`src/include/vcf_pkg.sv`:
```
// Package: shared types and constants of the field capture DMA
package vcf_pkg;

  // ----------------------------------------------------------------
  // Geometry widths and limits
  // ----------------------------------------------------------------
  localparam int unsigned DIM_W      = 12;
  localparam int unsigned PIX_W      = 24;
  localparam logic [11:0] DIM_NOLIM  = 12'h000;
  localparam logic [11:0] DIM_ONE    = 12'h001;

  // ----------------------------------------------------------------
  // Converter modes
  // ----------------------------------------------------------------
  typedef enum logic [1:0] {
    VCF_CSC_BYPASS,
    VCF_CSC_RGB_TO_YUV422,
    VCF_CSC_RGB_TO_YUV420,
    VCF_CSC_YUV422_TO_RGB
  } vcf_csc_mode_t;

  // ----------------------------------------------------------------
  // Stream beat, memory write word and output descriptor
  // ----------------------------------------------------------------
  typedef struct packed {
    logic [23:0] pixel;
    logic        sof;
    logic        eol;
    logic        field_identifier;
  } vcf_beat_t;

  typedef struct packed {
    logic [11:0] x;
    logic [11:0] y;
    logic [23:0] pixel;
    logic        field_identifier;
  } vcf_wr_t;

  typedef struct packed {
    logic        field_identifier;
    logic        clipped;
    logic [11:0] lines;
  } vcf_desc_t;

endpackage

```
`src/logic/vcf_capture_dma.sv`:
```
// Module: capture parser, inline converter and clipping capture DMA
`timescale 1ns/1ps

module vcf_capture_dma #(
  parameter int unsigned DIM_W = vcf_pkg::DIM_W
) (
  input  wire logic                  ref_clk,
  input  wire logic                  rst,
  input  wire logic                  src_valid,
  input  wire vcf_pkg::vcf_beat_t    src_beat,
  input  wire logic                  interlaced,
  input  wire vcf_pkg::vcf_csc_mode_t csc_mode,
  input  wire logic [DIM_W-1:0]      max_width,
  input  wire logic [DIM_W-1:0]      max_height,
  input  wire logic                  mem_ready,
  output logic                       src_ready,
  output logic                       parser_field_identifier,
  output logic                       mem_valid,
  output vcf_pkg::vcf_wr_t           mem_wr,
  output logic                       desc_valid,
  output vcf_pkg::vcf_desc_t         desc
);

  if (DIM_W != vcf_pkg::DIM_W)
  begin
    $error("DIM_W must match package width");
  end

  // ----------------------------------------------------------------
  // Capture parser
  // ----------------------------------------------------------------
  logic                  fid_q;
  logic                  take;
  logic                  clip_x;
  logic                  clip_y;
  logic                  keep;
  logic [DIM_W-1:0]      x_q;
  logic [DIM_W-1:0]      y_q;
  logic                  over_q;
  logic                  started_q;
  logic [23:0]           conv;
  vcf_pkg::vcf_wr_t      buf_q [2];
  logic                  wp_q;
  logic                  rp_q;
  logic [1:0]            cnt_q;
  logic [1:0]            cnt_d;
  logic                  fld_csc_q;
  logic                  fld_il_q;

  assign take = src_valid && src_ready;

  always_ff @(posedge ref_clk)
  begin
    if (rst)
      fid_q <= 1'b0;
    else if (take && src_beat.sof)
      fid_q <= src_beat.field_identifier;
  end

  always_ff @(posedge ref_clk)
  begin
    if (rst)
      parser_field_identifier <= 1'b0;
    else if (take && src_beat.sof)
      parser_field_identifier <= src_beat.field_identifier;
  end

  // ----------------------------------------------------------------
  // Colour space converter (coarse channel mixing)
  // ----------------------------------------------------------------
  always_comb
  begin
    conv = src_beat.pixel;
    case (csc_mode)
      vcf_pkg::VCF_CSC_RGB_TO_YUV422,
      vcf_pkg::VCF_CSC_RGB_TO_YUV420:
        conv = {src_beat.pixel[15:8],
                8'(({1'b0, src_beat.pixel[7:0]} + 9'h080) >> 1),
                8'(({1'b0, src_beat.pixel[23:16]} + 9'h080) >> 1)};
      vcf_pkg::VCF_CSC_YUV422_TO_RGB:
        conv = {src_beat.pixel[7:0], src_beat.pixel[23:16],
                src_beat.pixel[15:8]};
      default:
        conv = src_beat.pixel;
    endcase
  end

  // ----------------------------------------------------------------
  // Position tracking and clipping
  // ----------------------------------------------------------------
  logic [DIM_W-1:0] cx;
  logic [DIM_W-1:0] cy;
  assign cx = src_beat.sof ? '0 : x_q;
  assign cy = src_beat.sof ? '0 : y_q;
  assign clip_x = (max_width != vcf_pkg::DIM_NOLIM) && (cx >= max_width);
  assign clip_y = (max_height != vcf_pkg::DIM_NOLIM) && (cy >= max_height);
  assign keep = !(clip_x || clip_y);

  always_ff @(posedge ref_clk)
  begin
    if (rst)
    begin
      x_q <= '0;
      y_q <= '0;
    end
    else if (take)
    begin
      x_q <= src_beat.eol ? '0 : cx + vcf_pkg::DIM_ONE;
      y_q <= src_beat.eol ? cy + vcf_pkg::DIM_ONE : cy;
    end
  end

  always_ff @(posedge ref_clk)
  begin
    if (rst)
      over_q <= 1'b0;
    else if (take)
      over_q <= (src_beat.sof ? 1'b0 : over_q) || !keep;
  end

  always_ff @(posedge ref_clk)
  begin
    if (rst)
      started_q <= 1'b0;
    else if (take && src_beat.sof)
      started_q <= 1'b1;
  end

  // Mode of the field in flight, used when its descriptor goes out
  always_ff @(posedge ref_clk)
  begin
    if (rst)
    begin
      fld_csc_q <= 1'b0;
      fld_il_q  <= 1'b0;
    end
    else if (take && src_beat.sof)
    begin
      fld_csc_q <= (csc_mode != vcf_pkg::VCF_CSC_BYPASS);
      fld_il_q  <= interlaced;
    end
  end

  // ----------------------------------------------------------------
  // Descriptor out: issued for previous field at each start of field except the first after reset
  // ----------------------------------------------------------------
  always_ff @(posedge ref_clk)
  begin
    if (rst)
    begin
      desc_valid <= 1'b0;
      desc       <= '0;
    end
    else
    begin
      desc_valid <= take && src_beat.sof && started_q;
      if (take && src_beat.sof)
      begin
        desc.lines   <= y_q;
        desc.clipped <= over_q;
        if (fld_csc_q)
          desc.field_identifier <= 1'b0;
        else if (fld_il_q && over_q)
          desc.field_identifier <= 1'b0;
        else
          desc.field_identifier <= fid_q;
      end
    end
  end

  // ----------------------------------------------------------------
  // Two-entry buffer to memory; writes keep true parity
  // ----------------------------------------------------------------
  logic push;
  logic pop;
  logic wfid;
  assign push = take && keep;
  assign pop  = mem_valid && mem_ready;
  assign wfid = src_beat.sof ? src_beat.field_identifier : fid_q;
  assign cnt_d = 2'(cnt_q + {1'b0, push} - {1'b0, pop});

  always_ff @(posedge ref_clk)
  begin
    if (push)
      buf_q[wp_q] <= '{x: cx, y: cy, pixel: conv,
                       field_identifier: wfid};
  end

  always_ff @(posedge ref_clk)
  begin
    if (rst)
    begin
      wp_q      <= 1'b0;
      rp_q      <= 1'b0;
      cnt_q     <= 2'h0;
      src_ready <= 1'b1;
    end
    else
    begin
      wp_q      <= wp_q ^ push;
      rp_q      <= rp_q ^ pop;
      cnt_q     <= cnt_d;
      src_ready <= (cnt_d != 2'h2);
    end
  end

  always_ff @(posedge ref_clk)
  begin
    if (rst)
    begin
      mem_valid <= 1'b0;
      mem_wr    <= '0;
    end
    else if (!mem_valid || mem_ready)
    begin
      mem_valid <= (cnt_q != 2'h0) && !(mem_valid && cnt_q == 2'h1);
      mem_wr    <= (mem_valid && cnt_q == 2'h2) ? buf_q[!rp_q] : buf_q[rp_q];
    end
  end

  // ----------------------------------------------------------------
  // Checks
  // ----------------------------------------------------------------
  chk_csc_fid_zero: assert property (@(posedge ref_clk) disable iff (rst)
    desc_valid && $past(fld_csc_q)
    |-> !desc.field_identifier)
    else $error("converter path reported nonzero field identifier");
  chk_clip_fid_zero: assert property (@(posedge ref_clk) disable iff (rst)
    desc_valid && $past(fld_il_q) && desc.clipped
    |-> !desc.field_identifier)
    else $error("clipped interlaced field not reported even");
  chk_write_bounds: assert property (@(posedge ref_clk) disable iff (rst)
    push && max_width != '0 |-> cx < max_width)
    else $error("write beyond programmed width");
  chk_parser_fid: assert property (@(posedge ref_clk) disable iff (rst)
    take && src_beat.sof
    |=> parser_field_identifier == $past(src_beat.field_identifier))
    else $error("parser did not record field identifier");
  chk_bypass_fid: assert property (@(posedge ref_clk) disable iff (rst)
    desc_valid && !desc.clipped
    && !$past(fld_csc_q)
    |-> desc.field_identifier == $past(fid_q))
    else $error("bypass descriptor lost field identifier");
  chk_write_parity: assert property (@(posedge ref_clk) disable iff (rst)
    push && !src_beat.sof |-> wfid == fid_q)
    else $error("written field parity wrong");
  chk_buf_count: assert property (@(posedge ref_clk) disable iff (rst)
    cnt_q != 2'h3)
    else $error("buffer count overflow");
  chk_hold_word: assert property (@(posedge ref_clk) disable iff (rst)
    mem_valid && !mem_ready |=> mem_valid && $stable(mem_wr))
    else $error("write word dropped under stall");

  cov_clip: cover property (@(posedge ref_clk) desc_valid && desc.clipped);
  cov_csc: cover property (@(posedge ref_clk)
    desc_valid && csc_mode != vcf_pkg::VCF_CSC_BYPASS);
  cov_full: cover property (@(posedge ref_clk) cnt_q == 2'h2);
  cov_odd: cover property (@(posedge ref_clk)
    desc_valid && desc.field_identifier);

endmodule

```
`config.mk`:
```
export PLATFORM = sky130hd
export DESIGN_NAME = vcf_capture_dma
export DESIGN_NICKNAME = d
export VERILOG_FILES = /design/src/include/vcf_pkg.sv /design/src/logic/vcf_capture_dma.sv
export SDC_FILE = /design/constraint.sdc
export NUM_CORES = 1
export LEC_CHECK = 0
export BUFFER_PORTS_ARGS = -buffer_cell sky130_fd_sc_hd__buf_2
export CORE_ASPECT_RATIO = 0.75
export CORE_MARGIN = 10
export CORE_UTILIZATION = 57
export CTS_CLUSTER_DIAMETER = 50
export CTS_CLUSTER_SIZE = 40
export DETAILED_ROUTE_END_ITERATION = 7
export MAX_ROUTING_LAYER = met4
export PLACE_DENSITY = 0.8
export SYNTH_ARGS = -nofsm -noshare
export SYNTH_HDL_FRONTEND = slang
export SYNTH_SLANG_ARGS = --single-unit
```
`constraint.sdc`:
```
create_clock -name ref_clk -period 6.3 [get_ports ref_clk]
set_input_delay 0 -clock ref_clk [delete_from_list [all_inputs] [get_ports ref_clk]]
set_output_delay 0 -clock ref_clk [all_outputs]
set_load 0.03 [all_outputs]
```
==> results.txt, run 1 <==
----------------------------------------------------
[Outcome]
  Result of the run ... finished, final reports clean

[Clock tree]
  TritonCTS buffer count ... 17
  Clock input transition at the sequential cells of the worst setup and hold paths ... 0.07 ns
  Setup fix buffers added after clock tree synthesis ... 0
  Clock root buffer ... clkbuf_16
  Clk sinks ... 197
  Clock network latency to the later pin of the worst-skew pair ... 0.44 ns
  # resized after CTS ... 0
  H-tree levels ... 4
  CTS tree ... yes
  Worst-case clock buffer depth ... 2

[Timing]
  F_max ... 271 MHz
  Final Max Slew Viols ... 0
  Transition time of the tightest slew-check pin ... 1.03 ns
  Hold slack final ... 0.0228 ns
  Setup violation total in the final timing report ... 0
  Final period util ... 58.6%
  Worst slew slack as a fraction of its limit ... 31.2%
  Setup skew after layout ... 0.0128 ns
  Hold Violations, Final ... 0
  Setup total negative slack ... 0 ns
  RSZ-0062 raised after global routing ... no
  Shortest clock period the worst path allows after layout ... 3.69 ns

[Route]
  Vias post-DR ... 6,423
  Number of design-rule violations left by the first detailed-router iteration ... 598
  Pre-Repair DR Iteration Count ... 6
  Remaining antenna violation count after routing ... 0
  Wire length per cell ... 17.7 um
  Via density per instance ... 5.65
  Wirelength, routed ... 20.1 mm
  Number of design rule violations left after detail routing ... 0

[Floorplan]
  Ports ... 125
  Horizontal die dimension ... 162 um
  Core area ... 0.0146 mm2
  Height of the chip ... 126 um
  Effective utilization at floorplan ... 58.8%
  Number of rows in the core area ... 38
  Total die area ... 0.0205 mm2

[Cells and area]
  Number of filler instances in the final layout ... 1,078
  Final cell area excluding filler cells ... 0.0101 mm2
  Growth of design area from synthesis to finish ... 17.7%
  Nets ... 1,009
  Share of cells above drive strength 1 ... 18.6%

[Global routing]
  Wire length of the first global-routing pass ... 31.7 mm
  Tot GR Track Use ... 19.6%
  Global-route congestion overflow total ... 0
  Vias in the first global route ... 6,060
  Pin count of the biggest net entering global routing ... 100
  Initial antenna violation count ... 1

[Setup path]
  Data required, critical path ... 6.39 ns
  Chain of cells forming the critical path ... nand2b_1 > ha_1 > nand2b_4 > a2111oi_4 > nor4_1 > o31a_1 > or3_1 > inv_1 > ha_2 > buf_4
  Crit Path Category ... flip-flop to flip-flop
  CP Capture Type ... flip-flop
  Crit path max-delay cell type ... ha_2
  Startpoint kind of the worst setup timing path ... flip-flop
  Arrival @ worst endpoint ... 3.79 ns
  Critical Path Fanout Max ... 29
  CP peak stage delay ... 0.54 ns

[Synth]
  Largest cells by area after synthesis ... edfxtp_1 (34%), dfxtp_1 (23%), mux2i_1 (5.8%), a211oi_1 (4.4%), ha_1 (4.2%)
  Post-synthesis cell area ... 0.00861 mm2
  Share of synthesized flip-flops with an asynchronous set or reset ... 0%
  Avg Cell Area, Syn ... 10.7 um2
  Synth Net Count ... 889
  Post-synth top area cell ... edfxtp_1
  Leading register cell type out of synthesis ... dfxtp_1
  FF+latch count, synth ... 197
  Synth cell types ... 49
  EDFF count, synth ... 98
  Fraction of the yosys area taken by sequential cells ... 57.2%
  Synthesized netlist cell count ... 802
  Share of the synthesized area in the top cell type ... 34.2%
  Number of synthesis warnings ... 0

[Worst hold path]
  Path category of the worst min-delay check ... primary input to flip-flop

[Flow run]
  Max-Cap Viols ... 0

[Placement]
  HPWL after detailed placement ... 13.3 mm
  Placer's final routability congestion estimate ... 0.908
  Number of I/O port buffers ... 124
  Placed Area ... 0.00935 mm2

[Power]
  Max IR drop VDD ... 0.000256 V
  Static Leak ... 4.40 nW
  Ratio of total power to cell area ... 370 mW/mm2

----------------------------------------------------
per-stage QoR:
step	worst slack [ns]	cells	total power, W	utilization (%)
after floorplan	1.52	802	0.00241	-
after global placement	2.51	1082	0.00266	63.8
after detailed placement	2.44	1082	0.00269	63.8
after CTS	2.58	1135	0.00376	69.2
after global routing	2.42	1136	0.00391	69.2
final	2.61	1136	0.00375	69.2
state kept, by name, summed over array words and instances (netlist names):
register and cells:
buf_q 98, mem_wr 49, desc 14, x_q 12, y_q 12, cnt_q 2, desc_valid 1, fld_csc_q 1
fld_il_q 1, mem_valid 1, over_q 1, parser_field_identifier 1, rp_q 1, src_ready 1, started_q 1, wp_q 1
area by class of cell:
cell class              instances  area [um2]  share of cell area [%]
well taps                     200         250                    2.47
flip-flops and latches        197        4920                    48.6
clock inverters                14         144                    1.42
repair buffers                150         871                    8.59
multi-input cells             520        3380                    33.3
inverters                      36         135                    1.33
clock buffers                  18         429                    4.23
diodes                          1        2.50                  0.0247
path summary, 6_finish.rpt:
kind,start,end,slack [ns],cells after the start
setup reg to reg,y_q[0],buf_q[0][1],2.61,10
setup / recovery,y_q[0],buf_q[0][1],2.61,10
hold reg to reg,desc[12],desc[12],0.46,2
hold / removal,src_beat[19],buf_q[1][9],0.02,3
where the power goes:
group | leakage (nW) | switching, W | internal, W
clock network | 0.280 | 0.000510 | 0.000560
registers | 1.76 | 0.000100 | 0.00160
logic | 2.37 | 0.000660 | 0.000317
kinds of logic (layout without fill, tap and decap cells):
family                     count (synthesis)  in the layout  share of synthesized area [%]
and+or+nand+nor                          247            247                           13.3
DFF                                      197            197                           57.2
buffers and inverters                     85            218                           3.85
AOI/OAI and AO/OA                        177            177                           13.9
adders and majority gates                 29             29                           4.21
xor gates and xnor gates                  16             16                           1.63
muxes                                     51             51                           5.94
other                                      0              1                              0
critical path, delay by kind of cell (launching register included):
| family | cells | cell delay, ns |
|---|---|---|
| AO/OA/AOI/OAI | 2 | 0.73 |
| AND/OR/NAND/NOR | 4 | 0.82 |
| buffers and inverters | 2 | 0.55 |
| adder cells (fa/ha/maj) | 2 | 0.82 |
| flip-flops | 1 | 0.43 |
cells in the mapped netlist (2+ instances only):
library cell	number
a21oi_1	39
nand2b_4	2
nand3b_1	4
clkbuf_1	39
a21boi_0	2
xor2_1	8
ha_1	29
nor4_1	10
and3_1	5
a221oi_1	2
o31a_1	2
nor2_1	86
o21ai_0	42
buf_2	7
or3_1	2
a21o_1	2
nor2b_1	18
nand2b_1	7
xnor2_1	8
and4_1	2
edfxtp_1	98
nand3_1	9
a211oi_1	50
buf_1	2
dfxtp_1	99
mux2i_1	50
nor3_1	4
nand2_1	85
a2111oi_4	2
nand4_1	4
a22oi_1	26
a31oi_1	4
inv_1	36
o211ai_1	2
per-layer routing:
metal | GRT usage, % | routed length, um | up-vias | part of all wire, %
li1 | - | - | 3127 | -
met1 | 25.9 | 9150 | 3039 | 45
met2 | 29.7 | 9410 | 224 | 47
met3 | 4.56 | 1230 | 33 | 6.1
met4 | 5.98 | 339 | 0 | 1.7
met5 | - | 0 | - | 0
cell usage in the layout, fill, tap and decap left out, types with 3 or more instances in the layout:
master and count:
a22oi_1 26, xor2_1 8, nand2b_4 3, xnor2_1 7
edfxtp_1 98, nor2b_1 18, inv_1 36, inv_8 5
nand2b_1 6, o21ai_0 42, a31oi_1 4, nor2_1 85
buf_4 6, nand2_1 85, buf_2 123, mux2i_1 50
dfxtp_1 99, ha_1 28, and3_1 5, nand4_1 4
nor3_1 4, nand3b_1 4, a211oi_1 50, nor4_1 10
nand3_1 9, a21oi_1 39, clkbuf_16 17, dlygate4sd3_1 21
timing repair:
action,CTS,global route
setup endpoints to repair,0,0
hold buffers,21,0
hold endpoints to repair,41,0
No activity file was read; power rests on OpenSTA's default activity.
==> run 2: changes to the inputs <==
==> constraint.sdc (replaced) <==
create_clock -name ref_clk -period 3.7 [get_ports ref_clk]
set_input_delay 0 -clock ref_clk [delete_from_list [all_inputs] [get_ports ref_clk]]
set_output_delay 0 -clock ref_clk [all_outputs]
set_load 0.03 [all_outputs]
==> run 2 against run 1 <==
  * Clock-buffer cell count rose by 1
  * Via count rose by 0.45%
  * Combinational power rose by 74%
==> results.txt, run 2 (synthesis results as in run 1) <==
----------------------------------------------------
[Flow run]
  Max-Cap Viols ... 0

[Clock tree]
  Worst-case clock buffer depth ... 2
  Clock input transition at the sequential cells of the worst setup and hold paths ... 0.07 ns
  Number of buffers inserted for hold repair after clock tree synthesis ... 21
  TritonCTS buffer count ... 17
  # resized after CTS ... 0
  Clock network latency to the later pin of the worst-skew pair ... 0.43 ns
  Clk sinks ... 197
  H-tree levels ... 4
  CTS tree ... yes
  Clock root buffer ... clkbuf_16
  Setup fix buffers added after clock tree synthesis ... 0

[Power]
  Cell internal pwr ... 0.00444 W
  Max IR drop VDD ... 0.000336 V
  Combinational fraction of design power ... 26.0%
  Portion of total power attributed to the clock network ... 29.7%
  Seq pwr share ... 44.3%
  Switching power summed over all nets ... 0.00210 W
  Static Leak ... 4.47 nW
  Switching power share of the total ... 32.1%
  Ratio of total power to cell area ... 637 mW/mm2

[Global routing]
  Vias in the first global route ... 6,430
  Global-route congestion overflow total ... 0
  Wire length of the first global-routing pass ... 33.2 mm
  Pin count of the biggest net entering global routing ... 100
  Tot GR Track Use ... 20.7%
  Initial antenna violation count ... 1

[Placement]
  Placed Area ... 0.00942 mm2
  HPWL after detailed placement ... 13.8 mm
  Number of placed cells counting well taps ... 1,089
  Placer's final routability congestion estimate ... 0.861
  Number of I/O port buffers ... 124

[Route]
  Vias post-DR ... 6,452
  Wirelength, routed ... 20.8 mm
  Remaining antenna violation count after routing ... 0
  Number of design rule violations left after detail routing ... 0
  Wire length per cell ... 18.2 um
  Number of design-rule violations left by the first detailed-router iteration ... 661
  Pre-Repair DR Iteration Count ... 5
  Via density per instance ... 5.64

[Setup path]
  Data required, critical path ... 4.02 ns
  Arrival @ worst endpoint ... 3.58 ns
  CP Capture Type ... flip-flop
  Crit path buffers/inverters ... 0
  Critical Path Fanout Max ... 6
  CP peak stage delay ... 0.46 ns
  Instance count on the critical path ... 12
  Worst reg-to-reg path cell count ... 12
  Worst path top cell family by delay ... simple AND/OR/NAND/NOR gates
  Crit path max-delay cell type ... or3_1
  Startpoint kind of the worst setup timing path ... flip-flop
  Crit Path Category ... flip-flop to flip-flop
  Chain of cells forming the critical path ... nand2b_1 > ha_1 > nand2b_4 > a2111oi_4 > nor4_1 > o31a_1 > or3_1 > xor2_1 > ha_1 > xor2_1 > nor2_1 > mux2_1

[Timing]
  Hold slack final ... 0.00471 ns
  Final period util ... 88.0%
  Setup violation total in the final timing report ... 0
  Setup total negative slack ... 0 ns
  Worst slew slack as a fraction of its limit ... 28.6%
  Setup skew after layout ... 0.0121 ns
  Final Max Slew Viols ... 0
  Transition time of the tightest slew-check pin ... 1.07 ns
  RSZ-0062 raised after global routing ... no
  F_max ... 307 MHz
  Shortest clock period the worst path allows after layout ... 3.26 ns
  Hold Violations, Final ... 0

[Cells and area]
  Commonest cells after routing, fill and taps aside ... buf_2 (123), dfxtp_1 (99), edfxtp_1 (98)
  Number of flip-flops in the largest register ... 98
  Most common cell after layout, fill and taps aside ... buf_2
  Final cell area excluding filler cells ... 0.0103 mm2
  Cell Count, Final, Fillers Out ... 1,144
  Growth of design area from synthesis to finish ... 19.2%
  Regs by FF count ... buf_q: 98 flops, mem_wr: 49 flops, desc: 14 flops
  Share of cells above drive strength 1 ... 19.1%
  Area of all sequential standard cells ... 0.00492 mm2
  Nets ... 1,017
  Area taken by multi-input logic gates ... 0.00338 mm2
  Number of filler instances in the final layout ... 1,090
  Largest register by flop count ... buf_q

[Worst hold path]
  Path category of the worst min-delay check ... primary input to flip-flop
  Worst Hold Path Cells ... 3

[Floorplan]
  Effective utilization at floorplan ... 58.8%
  Horizontal die dimension ... 162 um
  Ports ... 125
  Core area ... 0.0146 mm2
  Height of the chip ... 126 um
  Number of rows in the core area ... 38
  Total die area ... 0.0205 mm2

[Outcome]
  Result of the run ... finished, final reports clean

----------------------------------------------------
==> run 2: final timing paths <==
path,start,to,slack (ns)
hold / removal,src_beat[20],buf_q[0][18],0.005
hold reg to reg,desc[10],desc[10],0.46
setup / recovery,y_q[0],cnt_q[1],0.44
setup reg to reg,y_q[0],cnt_q[1],0.44
==> run 2: per-layer routing <==
layer | vias up | track usage, % | share of wire [%] | wire, um
li1 | 3148 | - | - | -
met1 | 3061 | 26.6 | 46 | 9610
met2 | 224 | 31.9 | 47 | 9820
met3 | 19 | 5.82 | 5.5 | 1150
met4 | 0 | 5.07 | 0.94 | 195
met5 | - | - | 0 | 0
==> run 2: metrics by stage <==
stage / util [%] / total power, W / worst slack [ns]
floorplan: - / 0.00409 / -0.265
global placement: 64.3 / 0.00458 / 0.449
detailed placement: 64.3 / 0.00462 / 0.350
CTS: 70.0 / 0.00657 / 0.421
global route: 70.1 / 0.00684 / 0.236
finish: 70.1 / 0.00654 / 0.445
==> run 2: power groups by stage <==
stage / logic (W) / clock network, W / registers [W]
4_1_cts: 0.00171 / 0.00196 / 0.00290
3_3_place_gp: 0.00166 / 0 / 0.00292
6_report: 0.00170 / 0.00194 / 0.00290
5_1_grt: 0.00185 / 0.00205 / 0.00294
2_1_floorplan: 0.000830 / 0 / 0.00327
3_5_place_dp: 0.00168 / 0 / 0.00294
==> run 2: layout make-up <==
class	instances	share of cell area (%)
Antenna cell	1	0.0244
Clock buffer	19	4.32
Clock inverter	13	1.76
Inverter	36	1.32
Multi-Input combinational cell	520	32.9
Sequential cell	197	48.0
Tap cell	200	2.44
Timing Repair Buffer	158	9.22
==> run 2: worst reg2reg max path: stages, from the launching register on <==
cell and delay (ns):
dfxtp_1 0.41, nand2b_1 0.10, ha_1 0.28, nand2b_4 0.15, a2111oi_4 0.33, nor4_1 0.09, o31a_1 0.38, or3_1 0.46
xor2_1 0.17, ha_1 0.22, xor2_1 0.19, nor2_1 0.06, mux2_1 0.31
==> run 3: changes to the inputs <==
--- a/config.mk
+++ b/config.mk
@@ -8,12 +8,13 @@
 export BUFFER_PORTS_ARGS = -buffer_cell sky130_fd_sc_hd__buf_2
 export CORE_ASPECT_RATIO = 0.75
 export CORE_MARGIN = 10
-export CORE_UTILIZATION = 57
+export CORE_UTILIZATION = 55
 export CTS_CLUSTER_DIAMETER = 50
 export CTS_CLUSTER_SIZE = 40
 export DETAILED_ROUTE_END_ITERATION = 7
+export GPL_ROUTABILITY_DRIVEN = 0
 export MAX_ROUTING_LAYER = met4
-export PLACE_DENSITY = 0.8
+export PLACE_DENSITY = 0.77
 export SYNTH_ARGS = -nofsm -noshare
 export SYNTH_HDL_FRONTEND = slang
 export SYNTH_SLANG_ARGS = --single-unit
==> constraint.sdc (replaced) <==
create_clock -name ref_clk -period 3.3 [get_ports ref_clk]
set_input_delay 0 -clock ref_clk [delete_from_list [all_inputs] [get_ports ref_clk]]
set_output_delay 0 -clock ref_clk [all_outputs]
set_load 0.03 [all_outputs]
==> run 3 against run 2 <==
  * First-iteration DRC count decreased by 9.1%
  * Largest cell class unchanged
  * Clock power increased by 6%
  * Non-clock buffer count grew 9
  * Sequential cell count stayed put
==> results.txt, run 3 (synthesis results as in run 1) <==
----------------------------------------------------
[Floorplan]
  Horizontal die dimension ... 164 um
  Total die area ... 0.0211 mm2
  Ports ... 125
  Number of rows in the core area ... 39
  Effective utilization at floorplan ... 56.4%
  Height of the chip ... 128 um
  Core area ... 0.0153 mm2

[Global routing]
  Global-route congestion overflow total ... 0
  Wire length of the first global-routing pass ... 31.6 mm
  Tot GR Track Use ... 19.4%
  Pin count of the biggest net entering global routing ... 100
  Vias in the first global route ... 6,031
  Initial antenna violation count ... 0

[Cells and area]
  Count of inserted antenna diode cells ... 0
  Nets ... 1,026
  Largest register by flop count ... buf_q
  Growth of design area from synthesis to finish ... 20.0%
  Regs by FF count ... buf_q: 98 flops, mem_wr: 49 flops, desc: 14 flops
  Fin util ... 67.7%
  Commonest cells after routing, fill and taps aside ... buf_2 (123), dfxtp_1 (99), edfxtp_1 (98)
  Number of flip-flops in the largest register ... 98
  Most common cell after layout, fill and taps aside ... buf_2
  Share of cells above drive strength 1 ... 19.7%

[Power]
  Ratio of total power to cell area ... 697 mW/mm2
  Static Leak ... 4.51 nW
  Max IR drop VDD ... 0.000398 V

[Clock tree]
  H-tree levels ... 4
  CTS tree ... yes
  Setup fix buffers added after clock tree synthesis ... 0
  Clock input transition at the sequential cells of the worst setup and hold paths ... 0.07 ns
  Clock network latency to the later pin of the worst-skew pair ... 0.43 ns
  Clk sinks ... 197
  Worst-case clock buffer depth ... 2
  Clock root buffer ... clkbuf_16
  TritonCTS buffer count ... 17

[Setup path]
  CP Capture Type ... flip-flop
  Arrival @ worst endpoint ... 3.42 ns
  Critical Path Fanout Max ... 6
  Data required, critical path ... 3.61 ns
  Crit Path Category ... flip-flop to flip-flop
  Worst reg-to-reg path cell count ... 12
  Startpoint kind of the worst setup timing path ... flip-flop

[Route]
  Via density per instance ... 5.55
  Wirelength, routed ... 19.9 mm
  Wire length per cell ... 17.2 um
  Number of design rule violations left after detail routing ... 0
  Pre-Repair DR Iteration Count ... 5
  Number of design-rule violations left by the first detailed-router iteration ... 601
  Vias post-DR ... 6,424
  Remaining antenna violation count after routing ... 0

[Timing]
  Setup violation total in the final timing report ... 0
  Setup total negative slack ... 0 ns
  F_max ... 322 MHz
  Final period util ... 94.2%
  Worst slew slack as a fraction of its limit ... 27.9%
  Hold Violations, Final ... 0
  Shortest clock period the worst path allows after layout ... 3.11 ns
  Final Max Slew Viols ... 0
  Setup skew after layout ... 0.00683 ns
  Transition time of the tightest slew-check pin ... 1.08 ns

[Placement]
  Number of I/O port buffers ... 124
  HPWL after detailed placement ... 13.5 mm

[Outcome]
  Result of the run ... finished, final reports clean

[Worst hold path]
  Path category of the worst min-delay check ... primary input to flip-flop
  Worst Hold Path Cells ... 3

[Flow run]
  Max-Cap Viols ... 0

----------------------------------------------------
-- run 3: changes by cell type in the layout (fill, tap and decap cells not counted), sizes merged --
| cell | before | now |
|---|---|---|
| inv | 37 | 36 |
| buf | 136 | 145 |
| bufinv | 4 | 3 |
| diode | 1 | 0 |
| clkbuf | 19 | 21 |
-- run 3: worst max-delay path, stage by stage, from the launching register on --
cell and delay [ns]:
dfxtp_1 0.36, nor2b_2 0.19, ha_1 0.29, and4_1 0.24
nand4_1 0.13, a2111oi_2 0.34, o31a_1 0.28, or3_4 0.19
xor2_1 0.15, ha_1 0.23, xor2_1 0.23, nor2_1 0.06
mux2_1 0.30
-- run 3: per-layer routing --
layer / up-vias / track usage, % / part of all wire, %
met2: 206 / 28.4 / 45
met5: - / - / 0
met4: 0 / 5.77 / 1.5
li1: 3164 / - / -
met3: 21 / 4.65 / 7.0
met1: 3033 / 26.2 / 46
-- run 3: power breakdown --
group          total (W)  internal (W)  leakage (nW)  switching, W
Combinational    0.00190      0.000648          2.47       0.00125
Sequential       0.00324       0.00305          1.76      0.000188
Clock            0.00206       0.00120         0.282      0.000858
Total            0.00720       0.00490          4.51       0.00230
-- run 3: final cells by class --
type	instances	area, um2
well taps	205	256
inverters	36	135
repair buffers	167	1040
flip-flops and latches	197	4920
clock inverters	11	133
fillers	1165	4940
multi-input cells	520	3400
clock buffers	21	450
-- run 3: worst paths after layout --
kind | startpoint | to | slack [ns]
min | src_beat[10] | buf_q[1][8] | 0.02
max | x_q[9] | cnt_q[1] | 0.19
max reg2reg | x_q[9] | cnt_q[1] | 0.19
min reg2reg | fld_il_q | fld_il_q | 0.46
-- run 3: metrics by stage --
| step | hold WS [ns] | power (W) | cells | area (um2) | worst slack (ns) |
|---|---|---|---|---|---|
| floorplan | 0.136 | 0.00460 | 802 | 8640 | 0.0120 |
| global placement | 0.247 | 0.00515 | 1103 | 9530 | 0.271 |
| detailed placement | 0.259 | 0.00518 | 1103 | 9530 | 0.176 |
| CTS | 0.000222 | 0.00725 | 1157 | 10300 | 0.134 |
| global route | 0.0317 | 0.00753 | 1157 | 10300 | -0.0104 |
| finish | 0.0176 | 0.00720 | 1157 | 10300 | 0.193 |
-- run 3: what timing repair did --
item                                   CTS  global route
hold buffers                            22             0
endpoints found under the hold margin   45             0
setup endpoints to repair                0             1
gates resized for setup                  0             1
